$ cat src/design/pbc_pkg.sv
`default_nettype none
package pbc_pkg;
   // -----------------------------
   // Register map
   // -----------------------------
   localparam logic [4:0] PBC_ADDR_BASIC_MODE_CONTROL = 5'h00;
   localparam logic [15:0] PBC_RESET_VALUE = 16'h3100;
   localparam int PBC_BIT_RESET = 15;
   localparam int PBC_BIT_LOOPBACK = 14;
   localparam int PBC_BIT_SPEED = 13;
   localparam int PBC_BIT_AN_ENABLE = 12;
   localparam int PBC_BIT_POWER_DOWN = 11;
   localparam int PBC_BIT_ISOLATE = 10;
   localparam int PBC_BIT_AN_RESTART = 9;
   localparam int PBC_BIT_DUPLEX = 8;
   localparam int PBC_BIT_COLL_TEST = 7;
   localparam int PBC_RSVD_W = 7;

   // -----------------------------
   // Timing
   // -----------------------------
   localparam int PBC_CLOCK_HZ = 20000000;
   localparam int PBC_DEAD_TIME_MS = 720;
   localparam int PBC_DEAD_CYCLES = PBC_DEAD_TIME_MS * (PBC_CLOCK_HZ / 1000);
   localparam int PBC_DEAD_W = 24;
   localparam int PBC_SRESET_W = 4;
   localparam logic [PBC_SRESET_W-1:0] PBC_SRESET_LAST = 4'hF;

   // -----------------------------
   // Control sequencer
   // -----------------------------
   typedef enum logic [1:0] {
      PBC_ST_RUN = 2'b01,
      PBC_ST_SRESET = 2'b10
   } pbc_state_e;
endpackage
`default_nettype wire

$ cat src/design/pbc_dead_timer.sv
`timescale 1ns/10ps
`default_nettype none
module pbc_dead_timer
   import pbc_pkg::*;
#(
   parameter int CYCLES = PBC_DEAD_CYCLES
) (
   // Clock and reset
   input wire logic i_clock,
   input wire logic i_rst_n,
   // Control
   input wire logic i_start,
   output logic o_busy
);
   logic [PBC_DEAD_W-1:0] count;

   // -----------------------------
   // Countdown
   // -----------------------------
   // dead time count
   always_ff @(posedge i_clock) begin
      if (!i_rst_n) begin
         count <= '0;
      end else if (i_start) begin
         count <= PBC_DEAD_W'(CYCLES);
      end else if (count != '0) begin
         count <= count - PBC_DEAD_W'(1);
      end
   end

   assign o_busy = (count != '0);
endmodule // pbc_dead_timer
`default_nettype wire

$ cat src/design/pbc_control.sv
// Operation
// - Writing one to bit 15 returns every field to default; the bit reads one until the sequence ends.
// - Setting loopback blanks receive valid for the 720 ms descrambler dead time.
// - With auto-negotiation enabled, speed and duplex read the negotiated result.
// - Power-down keeps management alive and drives only collision, held low, on the converter link.
// - While isolated, transmit data and transmit enable are ignored.
// - While isolated, transmit clock, receive valid and receive data are released.
// - While isolated, management reads and writes complete normally.
// - Writing one to bit 9 restarts negotiation; it reads one until the restart is issued.
// - Writing zero to restart does not disturb a negotiation already under way.
// - The duplex bit selects full duplex only with auto-negotiation disabled.
// - With auto-negotiation enabled, the duplex bit reads the negotiated duplex.
// - With collision test set, collision follows transmit enable.
// - Bits 6 to 0 are reserved, written as zero and read as zero.
// - Power-down by bit or pin stops all link functions except management.
`timescale 1ns/10ps
`default_nettype none
module pbc_control
   import pbc_pkg::*;
#(
   parameter int DEAD_CYCLES = PBC_DEAD_CYCLES
) (
   // Clock and reset
   input wire logic i_clock,
   input wire logic i_rst_n,
   // Management register access
   input wire logic i_mgmt_wr_en,
   input wire logic i_mgmt_rd_en,
   input wire logic [4:0] i_mgmt_addr,
   input wire logic [15:0] i_mgmt_wdata,
   output logic [15:0] o_mgmt_rdata,
   output logic o_mgmt_rdata_valid,
   // Auto-negotiation engine
   input wire logic i_an_speed_100,
   input wire logic i_an_full_duplex,
   output logic o_an_restart,
   output logic o_full_duplex,
   // Power
   input wire logic i_power_down_pin,
   output logic o_power_down,
   // Datapath core side
   input wire logic i_core_tx_clock,
   input wire logic i_core_rx_valid,
   input wire logic [1:0] i_core_rxd,
   input wire logic i_core_collision,
   output logic o_core_tx_enable,
   output logic [1:0] o_core_txd,
   // Converter link
   input wire logic i_link_transmit_enable,
   input wire logic [1:0] i_link_txd,
   output logic o_link_transmit_clock,
   output logic o_link_transmit_clock_oe,
   output logic o_link_receive_valid,
   output logic o_link_receive_valid_oe,
   output logic [1:0] o_link_rxd,
   output logic o_link_rxd_oe,
   output logic o_link_collision
);
   pbc_state_e state;
   logic [PBC_SRESET_W-1:0] sreset_cnt;
   logic loopback, speed, an_enable, power_down, isolate, an_restart, duplex, coll_test;
   logic write_hit, pd_eff, link_off, tx_en_eff, dead_busy, rx_src_valid;
   logic [1:0] rx_src_data;
   logic [15:0] read_word, field_word;

   function automatic logic [15:0] pack_word(input logic rst, input logic lb, input logic spd, input logic an,
                                             input logic pd, input logic iso, input logic rs, input logic dup,
                                             input logic col);
      pack_word = {rst, lb, spd, an, pd, iso, rs, dup, col, PBC_RSVD_W'(0)};
   endfunction

   // -----------------------------
   // Soft reset sequencer
   // -----------------------------
   // Writes are not taken while the soft reset runs
   assign write_hit = i_mgmt_wr_en && (i_mgmt_addr == PBC_ADDR_BASIC_MODE_CONTROL) && (state == PBC_ST_RUN);

   always_ff @(posedge i_clock) begin
      if (!i_rst_n) begin
         state <= PBC_ST_RUN;
         sreset_cnt <= '0;
      end else begin
         case (state)
            PBC_ST_RUN: begin
               if (write_hit && i_mgmt_wdata[PBC_BIT_RESET]) begin
                  state <= PBC_ST_SRESET;
                  sreset_cnt <= PBC_SRESET_LAST;
               end
            end
            PBC_ST_SRESET: begin
               if (sreset_cnt == '0) begin
                  state <= PBC_ST_RUN;
               end else begin
                  sreset_cnt <= sreset_cnt - PBC_SRESET_W'(1);
               end
            end
            default: begin
               state <= PBC_ST_RUN;
            end
         endcase
      end
   end

   // -----------------------------
   // Control fields
   // -----------------------------
   // defaults on either reset
   always_ff @(posedge i_clock) begin
      if (!i_rst_n || state == PBC_ST_SRESET) begin
         loopback <= PBC_RESET_VALUE[PBC_BIT_LOOPBACK];
         speed <= PBC_RESET_VALUE[PBC_BIT_SPEED];
         an_enable <= PBC_RESET_VALUE[PBC_BIT_AN_ENABLE];
         power_down <= PBC_RESET_VALUE[PBC_BIT_POWER_DOWN];
         isolate <= PBC_RESET_VALUE[PBC_BIT_ISOLATE];
         duplex <= PBC_RESET_VALUE[PBC_BIT_DUPLEX];
         coll_test <= PBC_RESET_VALUE[PBC_BIT_COLL_TEST];
      end else if (write_hit) begin
         loopback <= i_mgmt_wdata[PBC_BIT_LOOPBACK];
         speed <= i_mgmt_wdata[PBC_BIT_SPEED];
         an_enable <= i_mgmt_wdata[PBC_BIT_AN_ENABLE];
         power_down <= i_mgmt_wdata[PBC_BIT_POWER_DOWN];
         isolate <= i_mgmt_wdata[PBC_BIT_ISOLATE];
         duplex <= i_mgmt_wdata[PBC_BIT_DUPLEX];
         coll_test <= i_mgmt_wdata[PBC_BIT_COLL_TEST];
      end
   end

   always_ff @(posedge i_clock) begin
      if (!i_rst_n || state == PBC_ST_SRESET) begin
         an_restart <= 1'b0;
         o_an_restart <= 1'b0;
      end else begin
         o_an_restart <= an_restart && an_enable;
         if (write_hit && i_mgmt_wdata[PBC_BIT_AN_RESTART]) begin
            an_restart <= 1'b1;
         end else begin
            an_restart <= 1'b0;
         end
      end
   end

   // -----------------------------
   // Management read
   // -----------------------------
   assign field_word = pack_word(1'b0, loopback, speed, an_enable, power_down, isolate, 1'b0, duplex, coll_test);
   assign read_word = pack_word(state == PBC_ST_SRESET, loopback, an_enable ? i_an_speed_100 : speed, an_enable,
                                power_down, isolate, an_restart, an_enable ? i_an_full_duplex : duplex, coll_test);

   always_ff @(posedge i_clock) begin
      if (!i_rst_n) begin
         o_mgmt_rdata <= '0;
         o_mgmt_rdata_valid <= 1'b0;
      end else begin
         o_mgmt_rdata_valid <= i_mgmt_rd_en;
         if (i_mgmt_rd_en) begin
            o_mgmt_rdata <= (i_mgmt_addr == PBC_ADDR_BASIC_MODE_CONTROL) ? read_word : 16'h0000;
         end
      end
   end

   // -----------------------------
   // Converter link
   // -----------------------------
   // bit or pin powers down
   assign pd_eff = power_down || i_power_down_pin;
   assign link_off = pd_eff || isolate;
   assign tx_en_eff = i_link_transmit_enable && !link_off;
   assign rx_src_valid = loopback ? tx_en_eff : i_core_rx_valid;
   assign rx_src_data = loopback ? i_link_txd : i_core_rxd;

   pbc_dead_timer #(
      .CYCLES(DEAD_CYCLES)
   ) u_dead_timer (
      .i_clock(i_clock),
      .i_rst_n(i_rst_n),
      .i_start(write_hit && i_mgmt_wdata[PBC_BIT_LOOPBACK] && !loopback),
      .o_busy(dead_busy)
   );

   always_ff @(posedge i_clock) begin
      if (!i_rst_n) begin
         o_core_tx_enable <= 1'b0;
         o_core_txd <= 2'b00;
         o_link_transmit_clock <= 1'b0;
         o_link_receive_valid <= 1'b0;
         o_link_rxd <= 2'b00;
         o_link_transmit_clock_oe <= 1'b0;
         o_link_receive_valid_oe <= 1'b0;
         o_link_rxd_oe <= 1'b0;
         o_link_collision <= 1'b0;
         o_full_duplex <= PBC_RESET_VALUE[PBC_BIT_DUPLEX];
         o_power_down <= 1'b0;
      end else begin
         o_core_tx_enable <= tx_en_eff && !loopback;
         o_core_txd <= link_off ? 2'b00 : i_link_txd;
         o_link_transmit_clock <= i_core_tx_clock && !link_off;
         o_link_receive_valid <= rx_src_valid && !dead_busy && !link_off;
         o_link_rxd <= link_off ? 2'b00 : rx_src_data;
         o_link_transmit_clock_oe <= !link_off;
         o_link_receive_valid_oe <= !link_off;
         o_link_rxd_oe <= !link_off;
         o_link_collision <= !link_off && ((coll_test && tx_en_eff) || i_core_collision);
         o_full_duplex <= an_enable ? i_an_full_duplex : duplex;
         o_power_down <= pd_eff;
      end
   end
endmodule // pbc_control
`default_nettype wire

$ cat config.mk
export PLATFORM = sky130hd
export DESIGN_NAME = pbc_control
export DESIGN_NICKNAME = d
export VERILOG_FILES = /design/src/design/pbc_pkg.sv /design/src/design/pbc_dead_timer.sv /design/src/design/pbc_control.sv
export SDC_FILE = /design/constraint.sdc
export NUM_CORES = 1
export LEC_CHECK = 0
export BUFFER_PORTS_ARGS = -buffer_cell sky130_fd_sc_hd__buf_2
export CORE_ASPECT_RATIO = 1.25
export CORE_MARGIN = 4
export CORE_UTILIZATION = 40
export DETAILED_ROUTE_END_ITERATION = 12
export GPL_TIMING_DRIVEN = 0
export HOLD_SLACK_MARGIN = 0.05
export PLACE_DENSITY = 0.65
export RECOVER_POWER = 50
export SETUP_SLACK_MARGIN = 0.02
export SYNTH_ARGS = -nofsm -noshare
export SYNTH_HDL_FRONTEND = slang
export SYNTH_SLANG_ARGS = --single-unit
$ cat constraint.sdc
create_clock -name i_clock -period 2.05 [get_ports i_clock]
set_input_delay 0.41 -clock i_clock [delete_from_list [all_inputs] [get_ports i_clock]]
set_output_delay 0.41 -clock i_clock [all_outputs]
set_load 0.02 [all_outputs]
==> summary.txt <==
Power and ir drop
  – Total Power: 4.97 mW
  – Leak: around 1.4 nW
  – Internal power: 3.07 mW
  – Clock share of power: 25.2%
  – Pwr dens: 1490 nW/µm²
  – Sw power: 1.90 mW
  – Net Sw Frac: 38.2%
  – Worst VDD drop: around 0.67 mV
  – Comb pwr share: 41.5%
  – Flop pwr share: around a third

Clock tree
  – Max clock buf depth: 2
  – H-tree levels: 3
  – TritonCTS clock tree: built
  – Root Buffer: clkbuf_8
  – Clock Pin Slew Worst Setup and Hold Paths: 0.07 ns
  – Clock tree sinks: 60
  – Worst-Skew Late Latency: approximately 0.34 ns
  – Num CTS Buffers: 9

Synthesis
  – Fraction of the mapped netlist area in adder cells: 1.42%
  – Synth Area in Compound Gates: about an eighth
  – Yosys reg bits: 60
  – Post-synthesis sequential area ratio: roughly 45%
  – Number of flops mapped to enable cells by yosys: 0
  – Mapped cell area: approximately 2600 µm²
  – Synth Flop Type: dfxtp_1
  – Syn Inst Count: 270
  – Post-Synth XOR/XNOR Area: 6.96%
  – FFs w/ async S/R, synth: 0%
  – Count of cell types in the netlist: 52
  – Simple-Gate Fraction of Synth Area: roughly 22%
  – Multiplexer share of the synthesized area: 4.54%
  – Synthesized area per cell: 9.79 µm²
  – Combinational family with the most area after synthesis: simple AND/OR/NAND/NOR gates
  – YS warnings: 0

Finish
  – Final Non-Filler Cells: 434
  – Register Area: 1200 µm²
  – Area Overhead vs Synth: 26.1%
  – Share of layout cells above drive strength 1: between 20% and 30%
  – Util after Layout: 53.0%
  – Nets: 383
  – Area of the multi-input gates: 1350 µm²
  – # diodes: 0
  – Fill cells: 623

Floorplan
  – Die height: 98.9 µm
  – Core area: roughly 6300 µm²
  – IO Pins: 67
  – Standard-cell rows: 32
  – Chip Width: slightly above 80 µm
  – Initial core utilization: 42.1%
  – Die area: 7980 µm²

Setup path
  – Req. time, crit path: 2.28 ns
  – CP Max Fanout: 9
  – Crit. End Element: register
  – Crit path kind: register to register
  – Critical path arrival: roughly 2.1 ns
  – Element type at the critical path start: register

Detailed routing
  – # DRC: 0
  – Drt first pass iters: 4
  – Drt wl/cell: around 13 µm
  – Final antenna-violating net count: 0
  – Wire length on met2: between 2 and 3 mm
  – Routed vias/inst: between 4 and 5
  – DRT Wirelength: 5.71 mm
  – Top routing layer used: met4
  – Routed wl met3: 297 µm
  – Vias: 2131
  – M1 WL: 2.52 mm
  – Drt initial violations: 124

Placed design
  – Placed cells: 413
  – Detailed placement HPWL: 4.08 mm
  – Place WS: -0.275 ns
  – RePlAce Congestion: 0.766
  – IO buf count: between 50 and 60

Timing
  – RSZ-0062 raised after global routing: true
  – Crit share post-route: 92.7%
  – Post-route worst setup slack: 0.150 ns
  – Worst slew pin tran: ~0.88 ns
  – WHS: 0.275 ns
  – Clock Skew: 0.00423 ns
  – Hold Violations, Final: 0
  – Minimum clock period: between 1.5 and 2 ns
  – Fmax achieved: between 500 and 600 MHz
  – Setup violators final: 0
  – Max_slew headroom: 41.5%
  – Fin. max-slew vios: 0

Global route
  – Global route overflow: 0
  – Global-route wire length before repair: 9.42 mm
  – Largest net degree at the start of global routing: 12
  – GRT Overall Usage: 15.0%
  – Antenna violations before repair: 0
  – Vias in the first global route: 2094

Outcome
  – Status: finished, final reports clean

Job
  – Max-cap violations: 0

Worst hold path
  – HP Class: primary input to register
synth_stat cells, drive strengths merged, types with 3 or more instances:
library cell,instances,share of area [%]
inv,8,1.1
nor3b,3,0.85
a21boi,11,3.1
o21ai,9,1.7
ha,3,1.4
a22o,6,2.0
xor2,11,3.6
nor3,11,2.3
xnor2,10,3.3
a21oi,6,1.1
nand2b,3,0.71
nand2,17,2.4
buf,15,4.1
mux2i,12,4.5
or4,3,0.85
nand3,3,0.57
and3,6,1.4
dfxtp,60,45
and2,4,0.95
clkbuf,6,0.85
nor4,11,4.4
nor2,23,3.3
cell families (layout without fill, tap and decap cells):
group | after synthesis | count (layout)
and+or+nand+nor | 97 | 97
xor gates and xnor gates | 21 | 21
DFF | 60 | 60
muxes | 12 | 12
other | 1 | 7
AOI/OAI and AO/OA | 47 | 47
adders and majority gates | 3 | 3
buffers and inverters | 29 | 102
layout by cell type (no fill, tap or decap), drive strengths merged, types with 6 or more instances in the layout:
master / netlist / layout
dfxtp: 60 / 60
a22o: 6 / 6
nand2: 17 / 17
buf: 15 / 46
a21boi: 11 / 11
mux2i: 12 / 12
xor2: 11 / 11
conb: 1 / 7
nor3: 11 / 11
clkbuf: 6 / 43
nor4: 11 / 11
and3: 6 / 6
inv: 8 / 9
a21oi: 6 / 6
xnor2: 10 / 10
nor2: 23 / 23
o21ai: 9 / 9
state kept, by name, indices dropped and copies added (netlist names), 2 cells and up:
| register | cells |
|---|---|
| o_core_txd | 2 |
| o_link_rxd | 2 |
| o_mgmt_rdata | 9 |
| sreset_cnt | 4 |
| state | 2 |
| u_dead_timer.count | 24 |
cell type report:
class,instances,share of cell area [%]
well taps,85,3.19
plain buffers,20,3.83
clock buffers,11,4.54
repair buffers,58,8.52
inverters,8,0.901
multi-input cells,187,40.5
clock inverters,5,2.48
flip-flops and latches,60,36.0
timing repair:
item | in CTS | in global routing
hold buffers | 0 | 0
buffers inserted | 0 | 6
resized for setup | 3 | 8
gates cloned | 0 | 0
pin swaps | 0 | 2
endpoints found under the setup margin | 9 | 18
critical path, cell delays in order (launching register included):
cell and delay [ns]:
dfxtp_1 0.39, inv_1 0.10, ha_1 0.23, nor4b_4 0.14
and3_1 0.17, buf_6 0.14, a2111oi_2 0.36, xnor2_1 0.17
a21boi_1 0.08
layer usage:
metal / track usage (%) / vias to the layer above
li1: - / 1088
met1: 17.5 / 985
met2: 24.7 / 48
met3: 4.84 / 10
met4: 7.02 / 0
met5: 0 / -
power groups by stage:
stage / clock network (mW) / registers, mW / logic, mW
after floorplan: 0 / 1.62 / 1.54
after global placement: 0 / 1.64 / 1.85
after detailed placement: 0 / 1.65 / 1.88
after CTS: 1.27 / 1.64 / 1.92
after global routing: 1.32 / 1.69 / 2.30
final: 1.25 / 1.65 / 2.06
stage by stage:
stage	setup TNS (ns)	instance area (µm²)
final	0	3330
after global routing	-0.00241	3330
after CTS	0	3280
after detailed placement	-4.21	3030
after global placement	-3.85	3030
after floorplan	0	2670
path summary, 6_finish.rpt:
check | startpoint | to | slack, ns | cells after the start
worst max-delay path | u_dead_timer.count[0] | u_dead_timer.count[19] | 0.15 | 8
worst min-delay path | i_core_collision | o_link_collision | 0.28 | 3
worst max register to register | u_dead_timer.count[0] | u_dead_timer.count[19] | 0.15 | 8
worst min register to register | o_mgmt_rdata[8] | o_mgmt_rdata[8] | 0.47 | 2
Note: power is estimated with default switching activity, not from simulation.
